**config.mk**
```make
export PLATFORM = sky130hd
export DESIGN_NAME = flru_unit
export DESIGN_NICKNAME = d
export VERILOG_FILES = /design/src/core/flru_pkg.sv /design/src/core/flru_sample_filt.sv /design/src/core/flru_resp_seq.sv /design/src/core/flru_unit.sv
export SDC_FILE = /design/constraint.sdc
export NUM_CORES = 1
export LEC_CHECK = 0
export ABC_CLOCK_PERIOD_IN_PS = 3700
export BUFFER_PORTS_ARGS = -buffer_cell sky130_fd_sc_hd__clkbuf_2
export CORE_AREA = 2 2 268 270
export DETAILED_ROUTE_END_ITERATION = 10
export DIE_AREA = 0 0 270 272
export HOLD_SLACK_MARGIN = 0.08
export PLACE_DENSITY_LB_ADDON = 0.15
export SYNTH_ARGS = -nofsm -noshare
export SYNTH_HDL_FRONTEND = slang
export SYNTH_SLANG_ARGS = --single-unit
```
**constraint.sdc**
```tcl
create_clock -name sys_clk -period 3.7 [get_ports sys_clk]
set_input_delay 0.555 -clock sys_clk [delete_from_list [all_inputs] [get_ports sys_clk]]
set_output_delay 0.555 -clock sys_clk [all_outputs]
set_load 0.05 [all_outputs]
```
**src/core/flru_pkg.sv**
```systemverilog
// Package for the fault limit and response unit: codes, resets, types, linear helper
package flru_pkg;
  localparam int CLK_MHZ = 200;
  // Command codes
  localparam logic [7:0] CMD_CLEAR_FAULTS = 8'h03;
  localparam logic [7:0] CMD_UV_RESP = 8'h45;
  localparam logic [7:0] CMD_OC_LIMIT = 8'h46;
  localparam logic [7:0] CMD_UC_LIMIT = 8'h4b;
  localparam logic [7:0] CMD_OT_LIMIT = 8'h4f;
  localparam logic [7:0] CMD_OT_RESP = 8'h50;
  localparam logic [7:0] CMD_WARN_LIMIT = 8'h51;
  // Reset values
  localparam logic [7:0] RST_RESP = 8'h80;
  localparam logic [15:0] RST_OC_LIMIT = 16'hdb00;
  localparam logic [15:0] RST_UC_LIMIT = 16'hdd00;
  localparam logic [15:0] RST_OT_LIMIT = 16'hebe8;
  localparam logic [15:0] RST_WARN_LIMIT = 16'heb70;
  // Response field codes
  localparam logic [1:0] RESP_IGNORE = 2'h0;
  localparam logic [1:0] RESP_DELAY = 2'h1;
  localparam logic [1:0] RESP_DISABLE = 2'h2;
  localparam logic [1:0] RESP_HOLD = 2'h3;
  localparam logic [2:0] RETRY_NONE = 3'h0;
  localparam logic [2:0] RETRY_FOREVER = 3'h7;
  // Fixed-point compare domain
  localparam int FIX_FRAC = 16;
  localparam logic signed [47:0] ILIM_MAX = 48'sh0018_0000;
  localparam logic signed [47:0] ILIM_MIN = -48'sh0018_0000;
  localparam logic signed [47:0] TEMP_MIN = 48'sh0000_0000;
  localparam logic signed [47:0] TEMP_MAX = 48'sh00af_0000;
  typedef struct packed {logic [1:0] mode; logic [2:0] retry; logic [2:0] dtime;} flru_resp_t;
  typedef struct packed {logic valid; logic write; logic [7:0] code; logic [15:0] wdata;} flru_cmd_t;
  typedef struct packed {
    logic temperature; logic ot_fault; logic ot_warning; logic oc_fault; logic uc_fault; logic uv_fault;
  } flru_status_t;
  // Linear word to signed fixed point with FIX_FRAC fraction bits
  function automatic logic signed [47:0] lin_to_fix(input logic [15:0] w);
    logic signed [5:0] e;
    logic signed [47:0] m;
    logic [5:0] sh;
    e = 6'($signed(w[15:11]));
    m = 48'($signed(w[10:0]));
    sh = 6'(e + 6'(FIX_FRAC));
    return m <<< sh;
  endfunction
endpackage

```
**src/core/flru_sample_filt.sv**
```systemverilog
// Consecutive-sample filter for blanked current samples
`timescale 1ns/100ps
module flru_sample_filt import flru_pkg::*; #(
  parameter int CW = 4
) (
  input wire logic sys_clk, // System clock
  input wire logic arst_n, // Async reset, low
  input wire logic sample_valid, // New current sample
  input wire logic blank_done, // Blanking interval over
  input wire logic exceed, // Sample beyond limit
  input wire logic [CW-1:0] need, // Consecutive count needed
  output logic trip // Fault declared
);
  logic [CW-1:0] run;
  logic [CW-1:0] goal;
  assign goal = (need == '0) ? CW'(1) : need;
  // Count only samples taken after blanking
  always_ff @(posedge sys_clk or negedge arst_n) begin
    if (!arst_n) begin
      run <= '0;
      trip <= 1'b0;
    end else if (sample_valid && blank_done) begin
      if (!exceed) begin
        run <= '0;
        trip <= 1'b0;
      end else begin
        if (run != '1) run <= run + CW'(1);
        // A saturated count must keep the trip up
        trip <= (run == '1) || ((run + CW'(1)) >= goal);
      end
    end
  end
endmodule // flru_sample_filt

```
**src/core/flru_resp_seq.sv**
```systemverilog
// Fault response sequencer: ignore, delay, disable, hold, retry
`timescale 1ns/100ps
module flru_resp_seq import flru_pkg::*; #(
  parameter int UNIT_CYC = 200
) (
  input wire logic sys_clk, // System clock
  input wire logic arst_n, // Async reset, low
  input wire logic fault, // Fault present
  input wire logic restart, // Device restart pulse
  input wire flru_resp_t resp, // Response setting
  output logic run_ok // Output permitted
);
  typedef enum logic [2:0] {S_RUN, S_DELAY, S_WAIT, S_HOLD, S_LATCH} flru_seq_state_t;
  flru_seq_state_t state;
  logic [31:0] timer;
  logic [31:0] span;
  logic [2:0] used;
  logic give_up;
  // Time count scaled by the per-fault unit
  assign span = (resp.dtime == '0) ? 32'h0000_0001 : 32'(resp.dtime) * 32'(UNIT_CYC);
  assign give_up = (resp.retry == RETRY_NONE) || (resp.retry != RETRY_FOREVER && used >= resp.retry);
  assign run_ok = (state == S_RUN) || (state == S_DELAY);
  // Sequencer state, timer and attempt count
  always_ff @(posedge sys_clk or negedge arst_n) begin
    if (!arst_n) begin
      state <= S_RUN;
      timer <= '0;
      used <= '0;
    end else if (restart) begin
      state <= S_RUN;
      used <= '0;
    end else begin
      unique case (state)
        S_RUN: if (fault) begin
          unique case (resp.mode)
            RESP_IGNORE: state <= S_RUN;
            RESP_DELAY: begin
              state <= S_DELAY;
              timer <= span;
            end
            RESP_DISABLE: begin
              state <= give_up ? S_LATCH : S_WAIT;
              timer <= span;
            end
            RESP_HOLD: state <= S_HOLD;
          endcase
        end
        S_DELAY: if (timer <= 32'h0000_0001) begin
          state <= give_up ? S_LATCH : S_WAIT;
          timer <= span;
        end else timer <= timer - 32'h0000_0001;
        S_WAIT: if (timer <= 32'h0000_0001) begin
          state <= S_RUN;
          if (resp.retry != RETRY_FOREVER) used <= used + 3'h1;
        end else timer <= timer - 32'h0000_0001;
        S_HOLD: if (!fault) state <= S_RUN;
        S_LATCH: state <= S_LATCH;
      endcase
    end
  end
endmodule // flru_resp_seq

```
**src/core/flru_unit.sv**
```systemverilog
// Fault limit and response unit top: command registers, comparators, status, output enable
`timescale 1ns/100ps
module flru_unit import flru_pkg::*; #(
  parameter int UV_UNIT_US = 1,
  parameter int OT_UNIT_US = 1000,
  parameter int UV_UNIT_CYC = UV_UNIT_US * CLK_MHZ,
  parameter int OT_UNIT_CYC = OT_UNIT_US * CLK_MHZ,
  parameter int CNT_W = 4
) (
  input wire logic sys_clk, // System clock
  input wire logic arst_n, // Async reset, low
  input wire flru_cmd_t cmd, // Host command request
  output logic rsp_valid, // Command answered
  output logic [15:0] rsp_data, // Read data
  output logic rsp_err, // Unknown code or bad value
  input wire logic [15:0] iout_sample, // Current sample, linear
  input wire logic iout_valid, // Current sample strobe
  input wire logic blank_done, // Sense blanking over
  input wire logic [CNT_W-1:0] oc_sample_count, // Count field of vendor_configuration_word
  input wire logic [15:0] temp_sample, // Temperature sample, linear
  input wire logic temp_valid, // Temperature sample strobe
  input wire logic vout_uv_pin, // Undervoltage comparator, async
  input wire logic out_enable_req, // Output enable request
  input wire logic out_ramping, // Output is ramping
  output logic out_enable, // Output enable to power stage
  output flru_status_t status, // Sticky status bits
  output logic host_alert // Host notification level
);
  // Command registers
  flru_resp_t uv_resp;
  flru_resp_t ot_resp;
  logic [15:0] oc_limit;
  logic [15:0] uc_limit;
  logic [15:0] ot_limit;
  logic [15:0] warn_limit;
  // Decoded write strobes and range checks
  logic wr;
  logic rd;
  logic signed [47:0] wfix;
  logic cur_ok;
  logic tmp_ok;
  logic known;
  logic clear_cmd;
  // Measurement path
  logic uv_meta;
  logic uv_sync;
  logic uv_fault;
  logic signed [47:0] ifix;
  logic signed [47:0] tfix;
  logic oc_exceed;
  logic uc_exceed;
  logic oc_trip;
  logic uc_trip;
  logic ot_active;
  logic warn_active;
  logic uv_ok;
  logic ot_ok;
  logic req_q;
  logic restart;
  flru_status_t next_status;

  assign wr = cmd.valid && cmd.write;
  assign rd = cmd.valid && !cmd.write;
  assign wfix = lin_to_fix(cmd.wdata);
  assign cur_ok = (wfix >= ILIM_MIN) && (wfix <= ILIM_MAX);
  assign tmp_ok = (wfix >= TEMP_MIN) && (wfix <= TEMP_MAX);
  assign clear_cmd = wr && cmd.code == CMD_CLEAR_FAULTS;

  // Known command codes
  always_comb begin
    unique case (cmd.code)
      CMD_CLEAR_FAULTS, CMD_UV_RESP, CMD_OC_LIMIT, CMD_UC_LIMIT, CMD_OT_LIMIT, CMD_OT_RESP, CMD_WARN_LIMIT:
        known = 1'b1;
      default: known = 1'b0;
    endcase
  end

  // Response bytes, low byte of the write data
  always_ff @(posedge sys_clk or negedge arst_n) begin
    if (!arst_n) begin
      uv_resp <= RST_RESP;
      ot_resp <= RST_RESP;
    end else if (wr) begin
      if (cmd.code == CMD_UV_RESP) uv_resp <= cmd.wdata[7:0];
      if (cmd.code == CMD_OT_RESP) ot_resp <= cmd.wdata[7:0];
    end
  end

  // Current limit words, out-of-range writes refused
  always_ff @(posedge sys_clk or negedge arst_n) begin
    if (!arst_n) begin
      oc_limit <= RST_OC_LIMIT;
      uc_limit <= RST_UC_LIMIT;
    end else if (wr && cur_ok) begin
      if (cmd.code == CMD_OC_LIMIT) oc_limit <= cmd.wdata;
      if (cmd.code == CMD_UC_LIMIT) uc_limit <= cmd.wdata;
    end
  end

  // Temperature limit words, out-of-range writes refused
  always_ff @(posedge sys_clk or negedge arst_n) begin
    if (!arst_n) begin
      ot_limit <= RST_OT_LIMIT;
      warn_limit <= RST_WARN_LIMIT;
    end else if (wr && tmp_ok) begin
      if (cmd.code == CMD_OT_LIMIT) ot_limit <= cmd.wdata;
      if (cmd.code == CMD_WARN_LIMIT) warn_limit <= cmd.wdata;
    end
  end

  // Command answer one cycle after the request
  always_ff @(posedge sys_clk or negedge arst_n) begin
    if (!arst_n) begin
      rsp_valid <= 1'b0;
      rsp_data <= '0;
      rsp_err <= 1'b0;
    end else begin
      rsp_valid <= cmd.valid;
      rsp_data <= '0;
      rsp_err <= cmd.valid && !known;
      if (wr && (cmd.code == CMD_OC_LIMIT || cmd.code == CMD_UC_LIMIT) && !cur_ok) rsp_err <= 1'b1;
      if (wr && (cmd.code == CMD_OT_LIMIT || cmd.code == CMD_WARN_LIMIT) && !tmp_ok) rsp_err <= 1'b1;
      if (rd) begin
        unique case (cmd.code)
          CMD_UV_RESP: rsp_data <= {8'h00, uv_resp};
          CMD_OC_LIMIT: rsp_data <= oc_limit;
          CMD_UC_LIMIT: rsp_data <= uc_limit;
          CMD_OT_LIMIT: rsp_data <= ot_limit;
          CMD_OT_RESP: rsp_data <= {8'h00, ot_resp};
          CMD_WARN_LIMIT: rsp_data <= warn_limit;
          default: rsp_data <= '0;
        endcase
      end
    end
  end

  // Undervoltage pin synchroniser
  always_ff @(posedge sys_clk or negedge arst_n) begin
    if (!arst_n) begin
      uv_meta <= 1'b0;
      uv_sync <= 1'b0;
    end else begin
      uv_meta <= vout_uv_pin;
      uv_sync <= uv_meta;
    end
  end

  // Undervoltage only counts while enabled and not ramping
  assign uv_fault = uv_sync && !out_ramping && out_enable && out_enable_req;

  // Current comparisons in fixed point
  assign ifix = lin_to_fix(iout_sample);
  assign tfix = lin_to_fix(temp_sample);
  assign oc_exceed = ifix > lin_to_fix(oc_limit);
  assign uc_exceed = ifix < lin_to_fix(uc_limit);

  flru_sample_filt #(.CW(CNT_W)) u_oc_filt (
    .sys_clk(sys_clk),
    .arst_n(arst_n),
    .sample_valid(iout_valid),
    .blank_done(blank_done),
    .exceed(oc_exceed),
    .need(oc_sample_count),
    .trip(oc_trip)
  );

  flru_sample_filt #(.CW(CNT_W)) u_uc_filt (
    .sys_clk(sys_clk),
    .arst_n(arst_n),
    .sample_valid(iout_valid),
    .blank_done(blank_done),
    .exceed(uc_exceed),
    .need(oc_sample_count),
    .trip(uc_trip)
  );

  // Over-temperature with hysteresis down to the warning limit
  always_ff @(posedge sys_clk or negedge arst_n) begin
    if (!arst_n) begin
      ot_active <= 1'b0;
      warn_active <= 1'b0;
    end else if (temp_valid) begin
      if (tfix > lin_to_fix(ot_limit)) ot_active <= 1'b1;
      else if (tfix < lin_to_fix(warn_limit)) ot_active <= 1'b0;
      warn_active <= tfix > lin_to_fix(warn_limit);
    end
  end

  // Device restart on a fresh enable request
  always_ff @(posedge sys_clk or negedge arst_n) begin
    if (!arst_n) req_q <= 1'b0;
    else req_q <= out_enable_req;
  end
  assign restart = out_enable_req && !req_q;

  flru_resp_seq #(.UNIT_CYC(UV_UNIT_CYC)) u_uv_seq (
    .sys_clk(sys_clk),
    .arst_n(arst_n),
    .fault(uv_fault),
    .restart(restart),
    .resp(uv_resp),
    .run_ok(uv_ok)
  );

  flru_resp_seq #(.UNIT_CYC(OT_UNIT_CYC)) u_ot_seq (
    .sys_clk(sys_clk),
    .arst_n(arst_n),
    .fault(ot_active),
    .restart(restart),
    .resp(ot_resp),
    .run_ok(ot_ok)
  );

  // Output enable from request and both sequencers
  always_ff @(posedge sys_clk or negedge arst_n) begin
    if (!arst_n) out_enable <= 1'b0;
    else out_enable <= out_enable_req && uv_ok && ot_ok;
  end

  // Sticky status: a new event beats the clear
  always_comb begin
    next_status = clear_cmd ? '0 : status;
    if (uv_fault) next_status.uv_fault = 1'b1;
    if (oc_trip) next_status.oc_fault = 1'b1;
    if (uc_trip) next_status.uc_fault = 1'b1;
    if (ot_active) next_status.ot_fault = 1'b1;
    if (warn_active) next_status.ot_warning = 1'b1;
    if (ot_active || warn_active) next_status.temperature = 1'b1;
  end

  // Status and host notification
  always_ff @(posedge sys_clk or negedge arst_n) begin
    if (!arst_n) begin
      status <= '0;
      host_alert <= 1'b0;
    end else begin
      status <= next_status;
      host_alert <= |next_status;
    end
  end
endmodule // flru_unit

```
==> results_tabular.tex <==
\begin{tabular}{lr}
\hline
Metric & Value \\
\hline
\multicolumn{2}{l}{\textbf{Run status}} \\
Status & finished with violations \\
Failing checks & setup timing \\
\multicolumn{2}{l}{\textbf{Critical path}} \\
Beginning of the critical path & oc\_limit[11] \\
Startpoint Class & flop \\
Capture point of the worst path & u\_oc\_filt.run[0] \\
Endpoint class of the critical path & flop \\
Required time at the worst-slack endpoint & 4070 ps \\
FF-to-FF setup slack & -40 ps \\
Maximum fanout count along the critical path & 6 \\
Critical path arrival & 4110 ps \\
Depth of the worst register-to-register path & 20 \\
Critical R2R Launch & oc\_limit[11] \\
Worst setup path class & reg2reg \\
Endpoint of the worst register-to-register path & u\_oc\_filt.run[0] \\
\multicolumn{2}{l}{\textbf{Routing}} \\
Via count & 21245 \\
Via/cell ratio & 5.365 \\
DRC errors left & 0 \\
Detailed router's first-iteration violation count & 1659 \\
Detailed-router iteration count before antenna repair & 6 \\
Average routed wire per standard cell & 19.86 microns \\
Total Routed Length & 78640 microns \\
Post-detailed-route count of antenna-violating nets & 0 \\
\multicolumn{2}{l}{\textbf{Synthesis}} \\
Netlist area before placement & 0.02096 sq mm \\
Most used flip-flop cell after synthesis & sky130\_fd\_sc\_hd\_\_dfrtp\_1 \\
Number of flip-flops and latches in the synthesized netlist & 197 \\
Library cells used by synthesis & 84 \\
Number of synthesized flops with an enable pin & 0 \\
Post-synthesis net count & 2881 \\
Cells after synthesis & 2599 \\
Sequential element share of the synthesized area & 23.72\% \\
Mean instance size in the synthesized netlist & 8.064 sq um \\
Share of synthesized flip-flops with an asynchronous set or reset & 100.0\% \\
Yosys warning count & 0 \\
\multicolumn{2}{l}{\textbf{Power}} \\
Net switching power & 0.002275 W \\
Share of power burned in combinational logic & 30.0\% \\
Register share of total power & 36.8\% \\
Worst ir drop on vdd & 0.2591 mV \\
Cell leakage power & 12.20 nW \\
Clk pwr share & 33.2\% \\
Power per cell area & 234.2 mW/mm\^{}2 \\
Switching power as a share of total power & 36.09\% \\
Internal cell power & 0.004028 W \\
Final Total Pwr & 0.006303 W \\
\multicolumn{2}{l}{\textbf{Placement}} \\
Number of port buffers & 95 \\
Final weighted congestion in routability-driven placement & 0.9104 \\
DPL Wire Length & 62920 microns \\
\multicolumn{2}{l}{\textbf{Clock network}} \\
Clock-pin slew on the worst setup and hold paths & 90 ps \\
Root buf cell & sky130\_fd\_sc\_hd\_\_clkbuf\_16 \\
Clock net sink count & 197 \\
Clock Path Buffers & 2 \\
Number of clock buffers inserted by TritonCTS & 17 \\
CTS tree & built \\
H-tree level count & 4 \\
Latest clock arrival within the worst-skew pair & 500 ps \\
\multicolumn{2}{l}{\textbf{STA}} \\
Slew Limit Fails & 0 \\
Final clock period utilization by the worst path & 101.2\% \\
Max Freq & 267.1 MHz \\
Fin Clk Skew & 21.24 ps \\
Final Hold Fails & 0 \\
Least-Margin Pin Slew & 780.5 ps \\
Number of setup violations in the final report & 3 \\
Worst max-slew margin expressed relative to the limit & 47.30\% \\
Setup TNS & -117.3 ps \\
Final setup slack of the worst path & -43.63 ps \\
Setup repair after global routing missed its margin & yes \\
Period minus WS final & 3744 ps \\
\multicolumn{2}{l}{\textbf{Finish}} \\
Number of nets in the final layout & 3278 \\
Leading cell types in the layout, fill and taps excluded & sky130\_fd\_sc\_hd\_\_buf\_4, sky130\_fd\_sc\_hd\_\_nand2\_1, sky130\_fd\_sc\_hd\_\_nor2\_1 \\
Synth-to-layout area growth & 28.41\% \\
Share of layout cells above drive strength 1 & 29.68\% \\
Commonest non-fill, non-tap cell in the layout & sky130\_fd\_sc\_hd\_\_buf\_4 \\
\multicolumn{2}{l}{\textbf{GRT}} \\
Total overflow reported by the global router & 0 \\
Initial antenna violation count & 1 \\
Tot GR Track Use & 21.01\% \\
Pin count of the biggest net entering global routing & 119 \\
Vias in the first global route & 20805 \\
First-pass GRT wire length & 121900 microns \\
\multicolumn{2}{l}{\textbf{Floorplanning}} \\
Number of I/O pins & 96 \\
Height of the die & 272 microns \\
Die X-Extent & 270 microns \\
CORE AREA & 0.07075 sq mm \\
Overall die area & 0.07344 sq mm \\
Number of rows in the core area & 98 \\
Starting utilization of the core area & 29.62\% \\
\multicolumn{2}{l}{\textbf{Job}} \\
Number of max-capacitance violations reported & 0 \\
\multicolumn{2}{l}{\textbf{Hold path}} \\
Class of the most critical hold timing path & in2reg \\
\hline
\end{tabular}
-- kinds of logic (layout without fill, tap and decap cells) --
group	count (synthesis)	after routing	synth area share, %
multiplexers	263	263	14.20
buffers and inverters	245	655	4.692
flip-flops	197	197	23.72
AND/OR/NAND/NOR	866	866	19.63
adder cells (fa/ha/maj)	212	212	12.66
AO/OA/AOI/OAI	779	779	23.56
other	0	1	0
XOR/XNOR	37	37	1.546
-- power groups by stage --
stage          Sequential (W)  Clock (W)  Combinational, W
3_5_place_dp          0.00236          0           0.00182
4_1_cts               0.00232    0.00216           0.00186
5_1_grt               0.00233    0.00224           0.00209
3_3_place_gp          0.00235          0           0.00180
2_1_floorplan         0.00235          0           0.00102
6_report              0.00232    0.00209           0.00189
-- critical path, stage by stage (launching register included) --
cell	delay, ps
sky130_fd_sc_hd__dfstp_2	660
sky130_fd_sc_hd__buf_6	160
sky130_fd_sc_hd__mux2i_4	60
sky130_fd_sc_hd__buf_4	140
sky130_fd_sc_hd__a21oi_1	220
sky130_fd_sc_hd__nand2_1	80
sky130_fd_sc_hd__o21ai_1	130
sky130_fd_sc_hd__mux2_4	220
sky130_fd_sc_hd__o21ai_2	50
sky130_fd_sc_hd__buf_4	160
sky130_fd_sc_hd__ha_1	270
sky130_fd_sc_hd__nand4_1	130
sky130_fd_sc_hd__nor2_2	160
sky130_fd_sc_hd__and3_4	230
sky130_fd_sc_hd__nand3_4	90
sky130_fd_sc_hd__o32a_1	210
sky130_fd_sc_hd__a21oi_2	190
sky130_fd_sc_hd__buf_6	150
sky130_fd_sc_hd__nor3_2	40
sky130_fd_sc_hd__nor2_1	150
sky130_fd_sc_hd__mux2i_1	110
-- stage by stage --
step / worst slack, ps / std cells / util (%) / instance area (sq um) / hold WS (ps)
6_report: -43.63 / 3960 / 38.04 / 26910 / 177.6
5_1_grt: -216.7 / 3960 / 38.04 / 26910 / 147.7
4_1_cts: -0.7168 / 3946 / 37.29 / 26380 / 144.4
3_5_place_dp: -527.3 / 3907 / 35.76 / 25300 / 349.0
3_3_place_gp: -530.7 / 3907 / 35.76 / 25300 / 341.4
2_1_floorplan: 4.382 / 2599 / - / 20980 / 259.4
-- cell usage after synthesis, types with 7 or more instances --
cell type                    n  area, sq um
sky130_fd_sc_hd__nor3_1     70        350.3
sky130_fd_sc_hd__o31a_1     10        87.58
sky130_fd_sc_hd__o31ai_1    14        105.1
sky130_fd_sc_hd__or3_1      20        125.1
sky130_fd_sc_hd__xor2_1     11        96.34
sky130_fd_sc_hd__or2_2      16        100.1
sky130_fd_sc_hd__buf_2      15        75.07
sky130_fd_sc_hd__a211oi_1   23        172.7
sky130_fd_sc_hd__or4_1       7        52.55
sky130_fd_sc_hd__mux2i_1   147         1471
sky130_fd_sc_hd__nand3_1    49        245.2
sky130_fd_sc_hd__o221ai_1    7        61.31
sky130_fd_sc_hd__dfrtp_1   164         4104
sky130_fd_sc_hd__a22oi_1    46        345.3
sky130_fd_sc_hd__o22ai_1    17        106.4
sky130_fd_sc_hd__mux2_2     92         1036
sky130_fd_sc_hd__nand2b_1   38        237.7
sky130_fd_sc_hd__inv_1      68        255.2
sky130_fd_sc_hd__o21bai_1    9        67.56
sky130_fd_sc_hd__o21ai_1     7        35.03
sky130_fd_sc_hd__nand3b_1   10        75.07
sky130_fd_sc_hd__a222oi_1    8        80.08
sky130_fd_sc_hd__nor2_1    239        897.1
sky130_fd_sc_hd__nand4_1    34        212.7
sky130_fd_sc_hd__a21oi_1   178        890.9
sky130_fd_sc_hd__dfstp_2    33        867.1
sky130_fd_sc_hd__a31oi_1    26        162.7
sky130_fd_sc_hd__nor4_1     23        143.9
sky130_fd_sc_hd__nor2b_1    38        237.7
sky130_fd_sc_hd__clkbuf_1  131        491.7
sky130_fd_sc_hd__a221oi_1    9        78.83
sky130_fd_sc_hd__nand2_1   253        949.7
sky130_fd_sc_hd__mux2_4      7        105.1
sky130_fd_sc_hd__a21boi_0   25        187.7
sky130_fd_sc_hd__mux4_2     15        337.8
sky130_fd_sc_hd__and2_1     34        212.7
sky130_fd_sc_hd__xnor2_1    26        227.7
sky130_fd_sc_hd__ha_1      212         2653
sky130_fd_sc_hd__o211ai_1   16        120.1
sky130_fd_sc_hd__o21ai_0   227         1136
sky130_fd_sc_hd__a21o_1     61        457.9
sky130_fd_sc_hd__o21a_1     26        195.2
sky130_fd_sc_hd__and3_1     14        87.58
sky130_fd_sc_hd__buf_1      16        60.06
-- area by class of cell --
class / instances / area, sq um
diodes: 1 / 2.502
well taps: 950 / 1189
clock inverters: 15 / 237.7
clock buffers: 17 / 425.4
repair buffers: 548 / 4039
multi-input cells: 2157 / 15760
flip-flops and latches: 197 / 4971
fillers: 7342 / 43840
inverters: 75 / 285.3
-- state kept, by name (all words and copies together), names as in the netlist, 3 cells and up --
| register | count |
|---|---|
| u_uv_seq.timer | 32 |
| u_uc_filt.run | 4 |
| ot_limit | 16 |
| u_uv_seq.used | 3 |
| u_uv_seq.state | 3 |
| uc_limit | 16 |
| oc_limit | 16 |
| status | 6 |
| u_ot_seq.state | 3 |
| u_oc_filt.run | 4 |
| rsp_data | 16 |
| ot_resp | 8 |
| warn_limit | 16 |
| u_ot_seq.used | 3 |
| u_ot_seq.timer | 32 |
| uv_resp | 8 |
-- layer usage --
metal  up-vias  GRT usage [%]  wire [microns]
met5         -              0               0
met4         0          5.775            1859
met3        86          1.887            2558
met2       438          34.16           35860
met1     10332          29.69           38360
li1      10389              -               -
-- worst min-delay path by stage --
stage                            from          to  slack, ps  depth (start not counted)
after floorplan                arst_n  host_alert        260                          0
after global placement        uv_meta     uv_sync        340                          0
after detailed placement      uv_meta     uv_sync        350                          0
after CTS                 vout_uv_pin     uv_meta        140                          1
after global routing      vout_uv_pin     uv_meta        150                          1
final                     vout_uv_pin     uv_meta        180                          1
-- repair_timing --
action | CTS | global route
resized for setup | 104 | 108
endpoints found under the setup margin | 12 | 12
hold buffers | 1 | 0
pin swaps | 25 | 40
buffers inserted | 6 | 16
hold endpoints to repair | 39 | 0
Power figures use the tool's default switching activity.
